[config.mk]
export PLATFORM = sky130hd
export DESIGN_NAME = ext_master_auto_ack
export DESIGN_NICKNAME = d
export VERILOG_FILES = /design/src/core/ext_master_auto_ack_pkg.sv /design/src/core/wait_state_counter.sv /design/src/core/ext_master_auto_ack.sv
export SDC_FILE = /design/constraint.sdc
export NUM_CORES = 1
export LEC_CHECK = 0
export BUFFER_PORTS_ARGS = -buffer_cell sky130_fd_sc_hd__buf_4
export CAP_MARGIN = 30
export CORE_ASPECT_RATIO = 0.9
export CORE_MARGIN = 2
export CORE_UTILIZATION = 50
export DETAILED_ROUTE_END_ITERATION = 12
export HOLD_SLACK_MARGIN = 0.06
export PLACE_DENSITY = 0.78
export SETUP_SLACK_MARGIN = 0.5
export SLEW_MARGIN = 20
export SYNTH_ARGS = -nofsm -noshare
export SYNTH_HDL_FRONTEND = slang
export SYNTH_HIERARCHICAL = 1
export SYNTH_SLANG_ARGS = --single-unit
[constraint.sdc]
create_clock -name ref_clk -period 5.6 [get_ports ref_clk]
set_clock_uncertainty 0.15 [all_clocks]
set_input_delay 0.56 -clock ref_clk [delete_from_list [all_inputs] [get_ports ref_clk]]
set_output_delay 0.56 -clock ref_clk [all_outputs]
set_load 0.02 [all_outputs]
[src/core/ext_master_auto_ack_pkg.sv]
package ext_master_auto_ack_pkg;

    localparam int ADDR_W = 28;
    localparam int WS_W = 4;
    localparam int BEAT_W = 5;
    localparam int CSR_ADDR_W = 4;

    // Register byte offsets
    localparam logic [3:0] OFS_CONTROL = 4'h0;
    localparam logic [3:0] OFS_STATUS = 4'h4;
    localparam logic [3:0] OFS_CAPTURE = 4'h8;

    // Control field positions
    localparam int CTL_ENABLE_BIT = 0;
    localparam int CTL_BURST_BIT = 1;
    localparam int CTL_UPPER_ALT_BIT = 2;
    localparam int CTL_WS_LSB = 4;
    localparam int CTL_PORT_LSB = 8;

    // Reset values
    localparam logic CTL_ENABLE_RST = 1'b0;
    localparam logic CTL_BURST_RST = 1'b0;
    localparam logic CTL_UPPER_ALT_RST = 1'b0;
    localparam logic [3:0] CTL_WS_RST = 4'h0;
    localparam logic [1:0] CTL_PORT_RST = 2'h0;

    // Transfer width codes
    localparam logic [1:0] XW_LONG = 2'h0;
    localparam logic [1:0] XW_BYTE = 2'h1;
    localparam logic [1:0] XW_WORD = 2'h2;
    localparam logic [1:0] XW_LINE = 2'h3;

    // Port width codes
    localparam logic [1:0] PW_32 = 2'h0;
    localparam logic [1:0] PW_8 = 2'h1;
    localparam logic [1:0] PW_16 = 2'h2;

    localparam logic [4:0] ONE_BEAT = 5'h01;

    typedef enum logic [4:0] {
        ST_IDLE = 5'b00001,
        ST_DECODE = 5'b00010,
        ST_WAIT = 5'b00100,
        ST_ACK = 5'b01000,
        ST_NEGATE = 5'b10000
    } xfer_state_t;

    typedef struct packed {
        logic [ADDR_W-1:0] addr;
        logic read;
        logic [1:0] xfer_width_code;
    } xfer_cmd_t;

    typedef struct packed {
        logic auto_ack_external_enable;
        logic burst_enable;
        logic upper_addr_alt;
        logic [WS_W-1:0] wait_count_field;
        logic [1:0] port_width;
    } default_memory_control_t;

    typedef struct packed {
        xfer_state_t st;
        xfer_cmd_t cmd;
        default_memory_control_t ctl;
        logic [BEAT_W-1:0] beats_left;
        logic transfer_ack_n;
        logic ack_oe_n;
        logic waitrequest;
        logic [31:0] readdata;
    } top_state_t;

    typedef struct packed {
        logic [WS_W-1:0] cnt;
    } wait_state_t;

endpackage : ext_master_auto_ack_pkg

[src/core/wait_state_counter.sv]
`timescale 1ns/1ps
module wait_state_counter #(
    parameter int WIDTH = 4
) (
    input wire logic ref_clk,
    input wire logic rst_n,
    input wire logic load,
    input wire logic [WIDTH-1:0] load_value,
    output logic [WIDTH-1:0] count,
    output logic last
);
    logic [WIDTH-1:0] cnt_reg;
    logic [WIDTH-1:0] cnt_next;

    if (WIDTH < 1) begin : g_width_check
        $error("wait_state_counter: WIDTH must be at least 1");
    end

    always_comb begin
        cnt_next = cnt_reg;
        if (load) begin
            cnt_next = load_value;
        end else if (cnt_reg != '0) begin
            cnt_next = cnt_reg - WIDTH'(1);
        end
    end

    always_ff @(posedge ref_clk or negedge rst_n) begin
        if (!rst_n) begin
            cnt_reg <= '0;
        end else begin
            cnt_reg <= cnt_next;
        end
    end

    assign count = cnt_reg;
    assign last = (cnt_reg == WIDTH'(1));
endmodule : wait_state_counter

[src/core/ext_master_auto_ack.sv]
// Function
// - Capture address, direction, width after start
// - Exactly one decode clock before counting
// - Load programmed wait count when enabled
// - Zero waits: acknowledge at third clock
// - Drive negated while count above zero
// - Negate one clock, then release line
// - Zero-wait burst keeps acknowledge asserted
// - Auto acknowledge only outside other regions
// - Never drive address for default memory
// - Upper address bits zero when repurposed
`timescale 1ns/1ps
module ext_master_auto_ack (
    input wire logic ref_clk,
    input wire logic rst_n,
    input wire logic transfer_start_n,
    input wire logic [ext_master_auto_ack_pkg::ADDR_W-1:0] bus_addr,
    input wire logic bus_read,
    input wire logic [1:0] xfer_width_code,
    input wire logic chip_select_hit,
    input wire logic dram_hit,
    output logic transfer_ack_n,
    output logic transfer_ack_oe_n,
    output logic [ext_master_auto_ack_pkg::ADDR_W-1:0] captured_addr,
    input wire logic [ext_master_auto_ack_pkg::CSR_ADDR_W-1:0] avs_address,
    input wire logic avs_read,
    input wire logic avs_write,
    input wire logic [31:0] avs_writedata,
    output logic [31:0] avs_readdata,
    output logic avs_waitrequest
);
    ext_master_auto_ack_pkg::top_state_t s_reg;
    ext_master_auto_ack_pkg::top_state_t s_next;
    logic [ext_master_auto_ack_pkg::WS_W-1:0] cnt;
    logic cnt_last;
    logic cnt_load;
    logic take;
    logic csr_req;
    logic [ext_master_auto_ack_pkg::ADDR_W-1:0] addr_masked;

    function automatic logic [4:0] beat_count(input logic [1:0] xw, input logic [1:0] pw,
                                              input logic burst_ok);
        logic [2:0] lb;
        logic [2:0] lp;
        lb = 3'h2;
        lp = 3'h2;
        if (xw == ext_master_auto_ack_pkg::XW_BYTE) lb = 3'h0;
        else if (xw == ext_master_auto_ack_pkg::XW_WORD) lb = 3'h1;
        else if (xw == ext_master_auto_ack_pkg::XW_LINE) lb = 3'h4;
        if (pw == ext_master_auto_ack_pkg::PW_8) lp = 3'h0;
        else if (pw == ext_master_auto_ack_pkg::PW_16) lp = 3'h1;
        // Burst needs burst enable; otherwise one beat only
        if (!burst_ok || lb <= lp) return ext_master_auto_ack_pkg::ONE_BEAT;
        return 5'(ext_master_auto_ack_pkg::ONE_BEAT << (lb - lp));
    endfunction : beat_count

    wait_state_counter #(
        .WIDTH(ext_master_auto_ack_pkg::WS_W)
    ) u_wait (
        .ref_clk(ref_clk),
        .rst_n(rst_n),
        .load(cnt_load),
        .load_value(s_reg.ctl.wait_count_field),
        .count(cnt),
        .last(cnt_last)
    );

    // Repurposed upper pins read as zero
    always_comb begin
        addr_masked = bus_addr;
        if (s_reg.ctl.upper_addr_alt) begin
            addr_masked[27:24] = 4'h0;
        end
    end

    assign take = s_reg.ctl.auto_ack_external_enable && !chip_select_hit && !dram_hit;
    assign csr_req = avs_read || avs_write;

    always_comb begin
        s_next = s_reg;
        cnt_load = 1'b0;
        case (s_reg.st)
            ext_master_auto_ack_pkg::ST_IDLE: begin
                s_next.ack_oe_n = 1'b1;
                s_next.transfer_ack_n = 1'b1;
                if (!transfer_start_n) begin
                    s_next.cmd.addr = addr_masked;
                    s_next.cmd.read = bus_read;
                    s_next.cmd.xfer_width_code = xfer_width_code;
                    s_next.st = ext_master_auto_ack_pkg::ST_DECODE;
                end
            end
            ext_master_auto_ack_pkg::ST_DECODE: begin
                s_next.beats_left = beat_count(s_reg.cmd.xfer_width_code,
                                               s_reg.ctl.port_width, s_reg.ctl.burst_enable);
                if (!take) begin
                    s_next.st = ext_master_auto_ack_pkg::ST_IDLE;
                end else if (s_reg.ctl.wait_count_field == '0) begin
                    s_next.transfer_ack_n = 1'b0;
                    s_next.ack_oe_n = 1'b0;
                    s_next.st = ext_master_auto_ack_pkg::ST_ACK;
                end else begin
                    cnt_load = 1'b1;
                    s_next.transfer_ack_n = 1'b1;
                    s_next.ack_oe_n = 1'b0;
                    s_next.st = ext_master_auto_ack_pkg::ST_WAIT;
                end
            end
            ext_master_auto_ack_pkg::ST_WAIT: begin
                if (cnt_last) begin
                    s_next.transfer_ack_n = 1'b0;
                    s_next.st = ext_master_auto_ack_pkg::ST_ACK;
                end
            end
            ext_master_auto_ack_pkg::ST_ACK: begin
                if (s_reg.beats_left > ext_master_auto_ack_pkg::ONE_BEAT) begin
                    s_next.beats_left = s_reg.beats_left - 5'h01;
                    if (s_reg.ctl.wait_count_field == '0) begin
                        s_next.transfer_ack_n = 1'b0;
                    end else begin
                        cnt_load = 1'b1;
                        s_next.transfer_ack_n = 1'b1;
                        s_next.st = ext_master_auto_ack_pkg::ST_WAIT;
                    end
                end else begin
                    s_next.beats_left = '0;
                    s_next.transfer_ack_n = 1'b1;
                    s_next.st = ext_master_auto_ack_pkg::ST_NEGATE;
                end
            end
            ext_master_auto_ack_pkg::ST_NEGATE: begin
                s_next.ack_oe_n = 1'b1;
                s_next.st = ext_master_auto_ack_pkg::ST_IDLE;
            end
            default: begin
                s_next.st = ext_master_auto_ack_pkg::ST_IDLE;
                s_next.ack_oe_n = 1'b1;
                s_next.transfer_ack_n = 1'b1;
            end
        endcase

        // Avalon slave: one wait cycle, then answer
        s_next.waitrequest = 1'b1;
        if (csr_req && s_reg.waitrequest) begin
            s_next.waitrequest = 1'b0;
            s_next.readdata = 32'h0000_0000;
            if (avs_address == ext_master_auto_ack_pkg::OFS_CONTROL) begin
                s_next.readdata[ext_master_auto_ack_pkg::CTL_ENABLE_BIT] =
                    s_reg.ctl.auto_ack_external_enable;
                s_next.readdata[ext_master_auto_ack_pkg::CTL_BURST_BIT] = s_reg.ctl.burst_enable;
                s_next.readdata[ext_master_auto_ack_pkg::CTL_UPPER_ALT_BIT] =
                    s_reg.ctl.upper_addr_alt;
                s_next.readdata[ext_master_auto_ack_pkg::CTL_WS_LSB +: 4] =
                    s_reg.ctl.wait_count_field;
                s_next.readdata[ext_master_auto_ack_pkg::CTL_PORT_LSB +: 2] = s_reg.ctl.port_width;
            end else if (avs_address == ext_master_auto_ack_pkg::OFS_STATUS) begin
                s_next.readdata[4:0] = s_reg.st;
                s_next.readdata[12:8] = s_reg.beats_left;
                s_next.readdata[19:16] = cnt;
                s_next.readdata[24] = s_reg.cmd.read;
                s_next.readdata[26:25] = s_reg.cmd.xfer_width_code;
            end else if (avs_address == ext_master_auto_ack_pkg::OFS_CAPTURE) begin
                s_next.readdata[27:0] = s_reg.cmd.addr;
            end
        end
        if (avs_write && !s_reg.waitrequest &&
            avs_address == ext_master_auto_ack_pkg::OFS_CONTROL) begin
            s_next.ctl.auto_ack_external_enable =
                avs_writedata[ext_master_auto_ack_pkg::CTL_ENABLE_BIT];
            s_next.ctl.burst_enable = avs_writedata[ext_master_auto_ack_pkg::CTL_BURST_BIT];
            s_next.ctl.upper_addr_alt = avs_writedata[ext_master_auto_ack_pkg::CTL_UPPER_ALT_BIT];
            s_next.ctl.wait_count_field = avs_writedata[ext_master_auto_ack_pkg::CTL_WS_LSB +: 4];
            s_next.ctl.port_width = avs_writedata[ext_master_auto_ack_pkg::CTL_PORT_LSB +: 2];
        end
    end

    always_ff @(posedge ref_clk or negedge rst_n) begin
        if (!rst_n) begin
            s_reg.st <= ext_master_auto_ack_pkg::ST_IDLE;
            s_reg.cmd <= '0;
            s_reg.ctl.auto_ack_external_enable <= ext_master_auto_ack_pkg::CTL_ENABLE_RST;
            s_reg.ctl.burst_enable <= ext_master_auto_ack_pkg::CTL_BURST_RST;
            s_reg.ctl.upper_addr_alt <= ext_master_auto_ack_pkg::CTL_UPPER_ALT_RST;
            s_reg.ctl.wait_count_field <= ext_master_auto_ack_pkg::CTL_WS_RST;
            s_reg.ctl.port_width <= ext_master_auto_ack_pkg::CTL_PORT_RST;
            s_reg.beats_left <= '0;
            s_reg.transfer_ack_n <= 1'b1;
            s_reg.ack_oe_n <= 1'b1;
            s_reg.waitrequest <= 1'b1;
            s_reg.readdata <= 32'h0000_0000;
        end else begin
            s_reg <= s_next;
        end
    end

    // The only address output is captured_addr, which is not driven onto the bus; the master supplies every address
    assign transfer_ack_n = s_reg.transfer_ack_n;
    assign transfer_ack_oe_n = s_reg.ack_oe_n;
    assign captured_addr = s_reg.cmd.addr;
    assign avs_readdata = s_reg.readdata;
    assign avs_waitrequest = s_reg.waitrequest;
endmodule : ext_master_auto_ack

==> results of run 1 <==
routing by layer:
layer | wire, um | vias up
met3 | 571 | 4
met4 | 62 | 0
met2 | 4420 | 98
met1 | 4360 | 1530
li1 | - | 1463
met5 | 0 | -
stage by stage:
stage | total power (W) | instances | util
final | 0.00250 | 578 | 0.608
after global routing | 0.00267 | 578 | 0.608
after CTS | 0.00250 | 577 | 0.605
after detailed placement | 0.00206 | 560 | 0.581
after global placement | 0.00202 | 557 | 0.574
after floorplan | 0.00185 | 406 | -
placed cells by master, fill, tap and decap left out, types with 3 or more instances in the layout:
master,Yosys,layout
mux2i_1,8,8
a22oi_1,14,14
ha_1,8,8
conb_1,1,4
nand2_1,30,30
dfrtp_1,81,81
buf_16,0,3
a22o_1,14,14
o21ai_0,26,26
nor3b_1,4,4
mux2_2,38,38
clkbuf_8,0,9
inv_1,8,8
buf_4,65,110
o21ai_1,5,4
dfstp_2,4,4
nand2b_1,10,10
xnor2_1,5,5
nor3_1,5,5
nor2_1,13,13
critical path, delay by kind of cell (launching register included):
family           cells  cell delay, ns
AO/OA/AOI/OAI        2            0.65
flip-flops           1            0.52
AND/OR/NAND/NOR      3            1.13
cell families (layout without fill, tap and decap cells):
group | count (synthesis) | after routing
adder cells (fa/ha/maj) | 9 | 9
AND/OR/NAND/NOR | 88 | 88
XOR/XNOR | 7 | 7
buffers and inverters | 85 | 138
multiplexers | 46 | 46
flip-flops | 85 | 85
other | 1 | 4
AO/OA/AOI/OAI | 82 | 82
power by group through the flow:
stage / Sequential [W] / Clock, W / Combinational (W)
6_report: 0.00101 / 0.000428 / 0.00105
5_1_grt: 0.00105 / 0.000474 / 0.00115
4_1_cts: 0.00101 / 0.000445 / 0.00104
3_5_place_dp: 0.00103 / 0 / 0.00104
3_3_place_gp: 0.00102 / 0 / 0.00100
2_1_floorplan: 0.000941 / 0 / 0.000911
final timing paths:
kind,from,end
max,s_reg[82],u_wait/count[3]
min reg2reg,avs_readdata[11],avs_readdata[11]
min,bus_addr[16],captured_addr[16]
min in group asynchronous,rst_n,s_reg[40]
max reg2reg,s_reg[82],u_wait/count[3]
max in group asynchronous,rst_n,avs_waitrequest
area by class of cell:
| class | instances | area share |
|---|---|---|
| Multi-Input combinational cell | 236 | 0.352 |
| Tap cell | 119 | 0.0282 |
| Timing Repair Buffer | 114 | 0.174 |
| Clock buffer | 9 | 0.0234 |
| Clock inverter | 7 | 0.0140 |
| Sequential cell | 85 | 0.403 |
| Inverter | 8 | 0.00568 |
==> impl_metrics.ini, run 1 <==
[floorplan]
rows = 32
initial_core_util = 0.523
die_w_um = 105
io_pins = 137
die_y_um = 94.5
dieArea_um2 = 9870
design.core.area_um2 = 8690

[grt]
grt_use_met3 = 0.0462
grt_remaining_overflow = 0
grt_pass1_wl_mm = 15.7
grt_util_met1 = 0.286
grt_usage = 0.202
grt_max_degree = 58
grt_antenna_before_repair = 0
busiest_layer = met2
grtUsageMet2 = 0.313
grt_pass1_vias = 3036

[clocking]
h-tree-depth = 3
ctsHoldBuffers = 1
clock_sink_count = 85
root_buffer = clkbuf_8
cts_buffers = 9
clock_latency_ns = 0.34
cts_setup_buffers = 0
cts_resized = 0
clockBufferDepth = 2
tritoncts = done
clk_pin_slew_ns = 0.09

[timing]
post-route-period-util = 0.457
tns_ns = 0
worst_pin_slew_ns = 0.779
finalHoldViolCount = 0
layout_setup_ws_ns = 3.04
slew_headroom = 0.477
fin_hold_ws_ns = 0.290
finalSetupViolCount = 0
max_freq_mhz = 391
period_needed_ns = 2.56
rsz0062_at_grt = no
maxSlewViolCount = 0

[power_and_ir_drop]
intPower_w = 0.00154
seqPwrFrac = 0.406
p_per_area_nw_per_um2 = 472
p_switching_w = 0.000958
power.share.clock = 0.172
swShare = 0.384
leakagePower_nw = 2.45
vdd_drop_max_v = 0.000227
p_comb_frac = 0.422

[logic_synthesis]
synth-xor-area-share = 0.0135
yosysMostFrequentCell = dfrtp_1
ys_warn_count = 6
synth_area_leader_cell = dfrtp_1
ys_async_sr_fraction = 1.00
synth_top_family_by_area = compound AO/OA/AOI/OAI gates
synth_edf_count = 0
ys_ff_latch = 85
synthMuxAreaShare = 0.112
synth.distinct_cells = 60
synth_common_cells = dfrtp_1 (81), buf_4 (65), mux2_2 (38)
syn-cell-area_um2 = 4550
syn_inst = 403
synth-simple-area-share = 0.119
synth.top_cells.by_area = dfrtp_1 (45%), buf_4 (11%), mux2_2 (9.4%), o21ai_0 (2.9%), a22o_1 (2.7%)
syn_area_per_cell_um2 = 11.3
synth_ff_type = dfrtp_1
synth_top_cell_area_share = 0.446
synth_compound_gate_area_share = 0.131
ys_seq_area_frac = 0.469
synthAdderAreaFrac = 0.0264

[worst_setup_path]
cp.arrival_ns = 2.64
critPathMaxStageDelay_ns = 0.63
r2r_cells = 5
criticalPathCategory = reg2reg
critical_path.endpoint_type = flip-flop
cp.required_ns = 5.68
r2r_slack_ns = 3.04
cpMaxStageDelayCell = or4b_4
worstPathMaxFanout = 11
start_kind = flip-flop
cp_cell_sequence = or4b_4, o31a_1, nor2_1, nor3_1, a221o_1

[status]
status = finished, final reports clean

[layout]
fill_cells = 710
drive_gt1_frac = 0.414
area_growth_syn_to_layout_pct = 16.3
nets = 537
multiInputGateArea_um2 = 1860
fin_area_um2 = 5290
regArea_um2 = 2130
antenna_cells = 0

[hold_path]
holdPathStages = 2
hp-class = in2reg

[drt]
vias_per_cell = 5.35
first_pass_iters = 4
ant_nets = 0
drcViolationCount = 0
wl_per_cell_um = 16.3
drtIter0Drc = 242
vias = 3095
wl_mm = 9.41

[placed_design]
pre_cts_slack_ns = 2.93
port_buffers = 109
placed_area_um2 = 5050
gp_congestion = 0.881
dp_hpwl_mm = 6.96

[run]
max-cap-violations = 0
Note: power is estimated with default switching activity, not from simulation.
==> inputs of run 2 (changes only) <==
clock period = 2.55 ns   (was 5.6 ns; I/O delays follow)
==> impl_metrics.ini, run 2 (synthesis results as in run 1) <==
[floorplan]
dieArea_um2 = 9870
design.core.area_um2 = 8690
io_pins = 137
initial_core_util = 0.523
rows = 32
die_y_um = 94.5
die_w_um = 105

[layout]
fin_area_um2 = 6070
antenna_cells = 0
fin_util = 0.698
area_growth_syn_to_layout_pct = 33.5
nets = 605
mostFrequentLayoutCell = buf_4
drive_gt1_frac = 0.459
final_cell_mix = buf_4 (138), dfrtp_1 (79), dlygate4sd3_1 (41)

[drt]
vias = 3474
vias_per_cell = 5.38
routed.top_layer = met4
met2_wirelength_mm = 5.80
ant_nets = 0
drcViolationCount = 0
drtIter0Drc = 216
wl_per_cell_um = 17.6
first_pass_iters = 5
wl_met3_um = 584
wl_met1_mm = 4.80
wl_mm = 11.4

[placed_design]
placed_area_um2 = 5150
dp_hpwl_mm = 7.41
port_buffers = 109
pre_cts_slack_ns = 0.187
gp_congestion = 0.910

[hold_path]
hp-class = in2reg

[clocking]
clock_sink_count = 85
tritoncts = done
root_buffer = clkbuf_8
clk_pin_slew_ns = 0.09
cts_buffers = 9
clockBufferDepth = 2
clock_latency_ns = 0.36
h-tree-depth = 3

[timing]
finalSetupViolCount = 0
worst_pin_slew_ns = 0.771
tns_ns = 0
maxSlewViolCount = 0
rsz0062_at_grt = yes
slew_headroom = 0.486
max_freq_mhz = 446
period_needed_ns = 2.24
layout_setup_ws_ns = 0.310
finalHoldViolCount = 0
post-route-period-util = 0.878

[worst_setup_path]
worstPathMaxFanout = 2
criticalPathCategory = reg2reg
cp.arrival_ns = 2.37
critical_path.endpoint_type = flip-flop
start_kind = flip-flop
cp.required_ns = 2.68

[power_and_ir_drop]
total_power_w = 0.00630
p_per_area_nw_per_um2 = 1040
vdd_drop_max_v = 0.000499
leakagePower_nw = 2.79

[run]
max-cap-violations = 0

[grt]
grt_remaining_overflow = 0
grt_max_degree = 61
grt_usage = 0.232
grt_antenna_before_repair = 0
grt_pass1_wl_mm = 17.9
grt_pass1_vias = 3530

[status]
status = finished, final reports clean
## run 2: critical path, stage by stage, from the launching register on
cell     delay, ns
dfrtp_1       0.43
ha_4          0.28
inv_2         0.04
fa_2          0.38
xor2_2        0.19
or4_4         0.51
a31oi_2       0.19
## run 2: per-layer routing
layer,up-vias,GRT usage
met2,126,0.412
met1,1726,0.292
li1,1606,-
met5,-,0
met4,0,0.0698
met3,16,0.0442
## run 2: layout make-up
class,instances,area [um^2]
clock buffers,11,141
clock inverters,5,82.6
fillers,623,2620
inverters,8,30.0
multi-input cells,236,2030
flip-flops and latches,85,2130
well taps,119,149
repair buffers,182,1510
## run 2: timing repair
item,CTS,global route
hold endpoints to repair,95,0
pin swaps,10,9
buffers inserted,10,7
hold buffers,41,0
resized for setup,22,10
setup endpoints to repair,9,10
## run 2: final timing paths
check                      cells past startpoint               end  slack [ns]              from
min in group asynchronous                      2         s_reg[83]        0.37             rst_n
hold / removal                                 4         s_reg[80]         0.1  transfer_start_n
setup / recovery                               6         s_reg[38]        0.31         s_reg[41]
max in group asynchronous                      3   avs_readdata[7]        1.27             rst_n
hold reg to reg                                2  avs_readdata[12]        0.34  avs_readdata[12]
setup reg to reg                               6         s_reg[38]        0.31         s_reg[41]
## run 2: power breakdown
group          leakage (nW)  total (W)  switching [W]  internal (W)
Sequential             1.07    0.00218       0.000401       0.00178
Clock                 0.114    0.00107       0.000490      0.000583
Combinational          1.61    0.00305        0.00152       0.00153
Total                  2.79    0.00630        0.00241       0.00389
## run 2: stage by stage
stage,hold slack [ns],cells
2_1_floorplan,-0.191,406
3_3_place_gp,0.219,571
3_5_place_dp,0.226,572
4_1_cts,0.0797,639
5_1_grt,0.117,646
6_report,0.0980,646
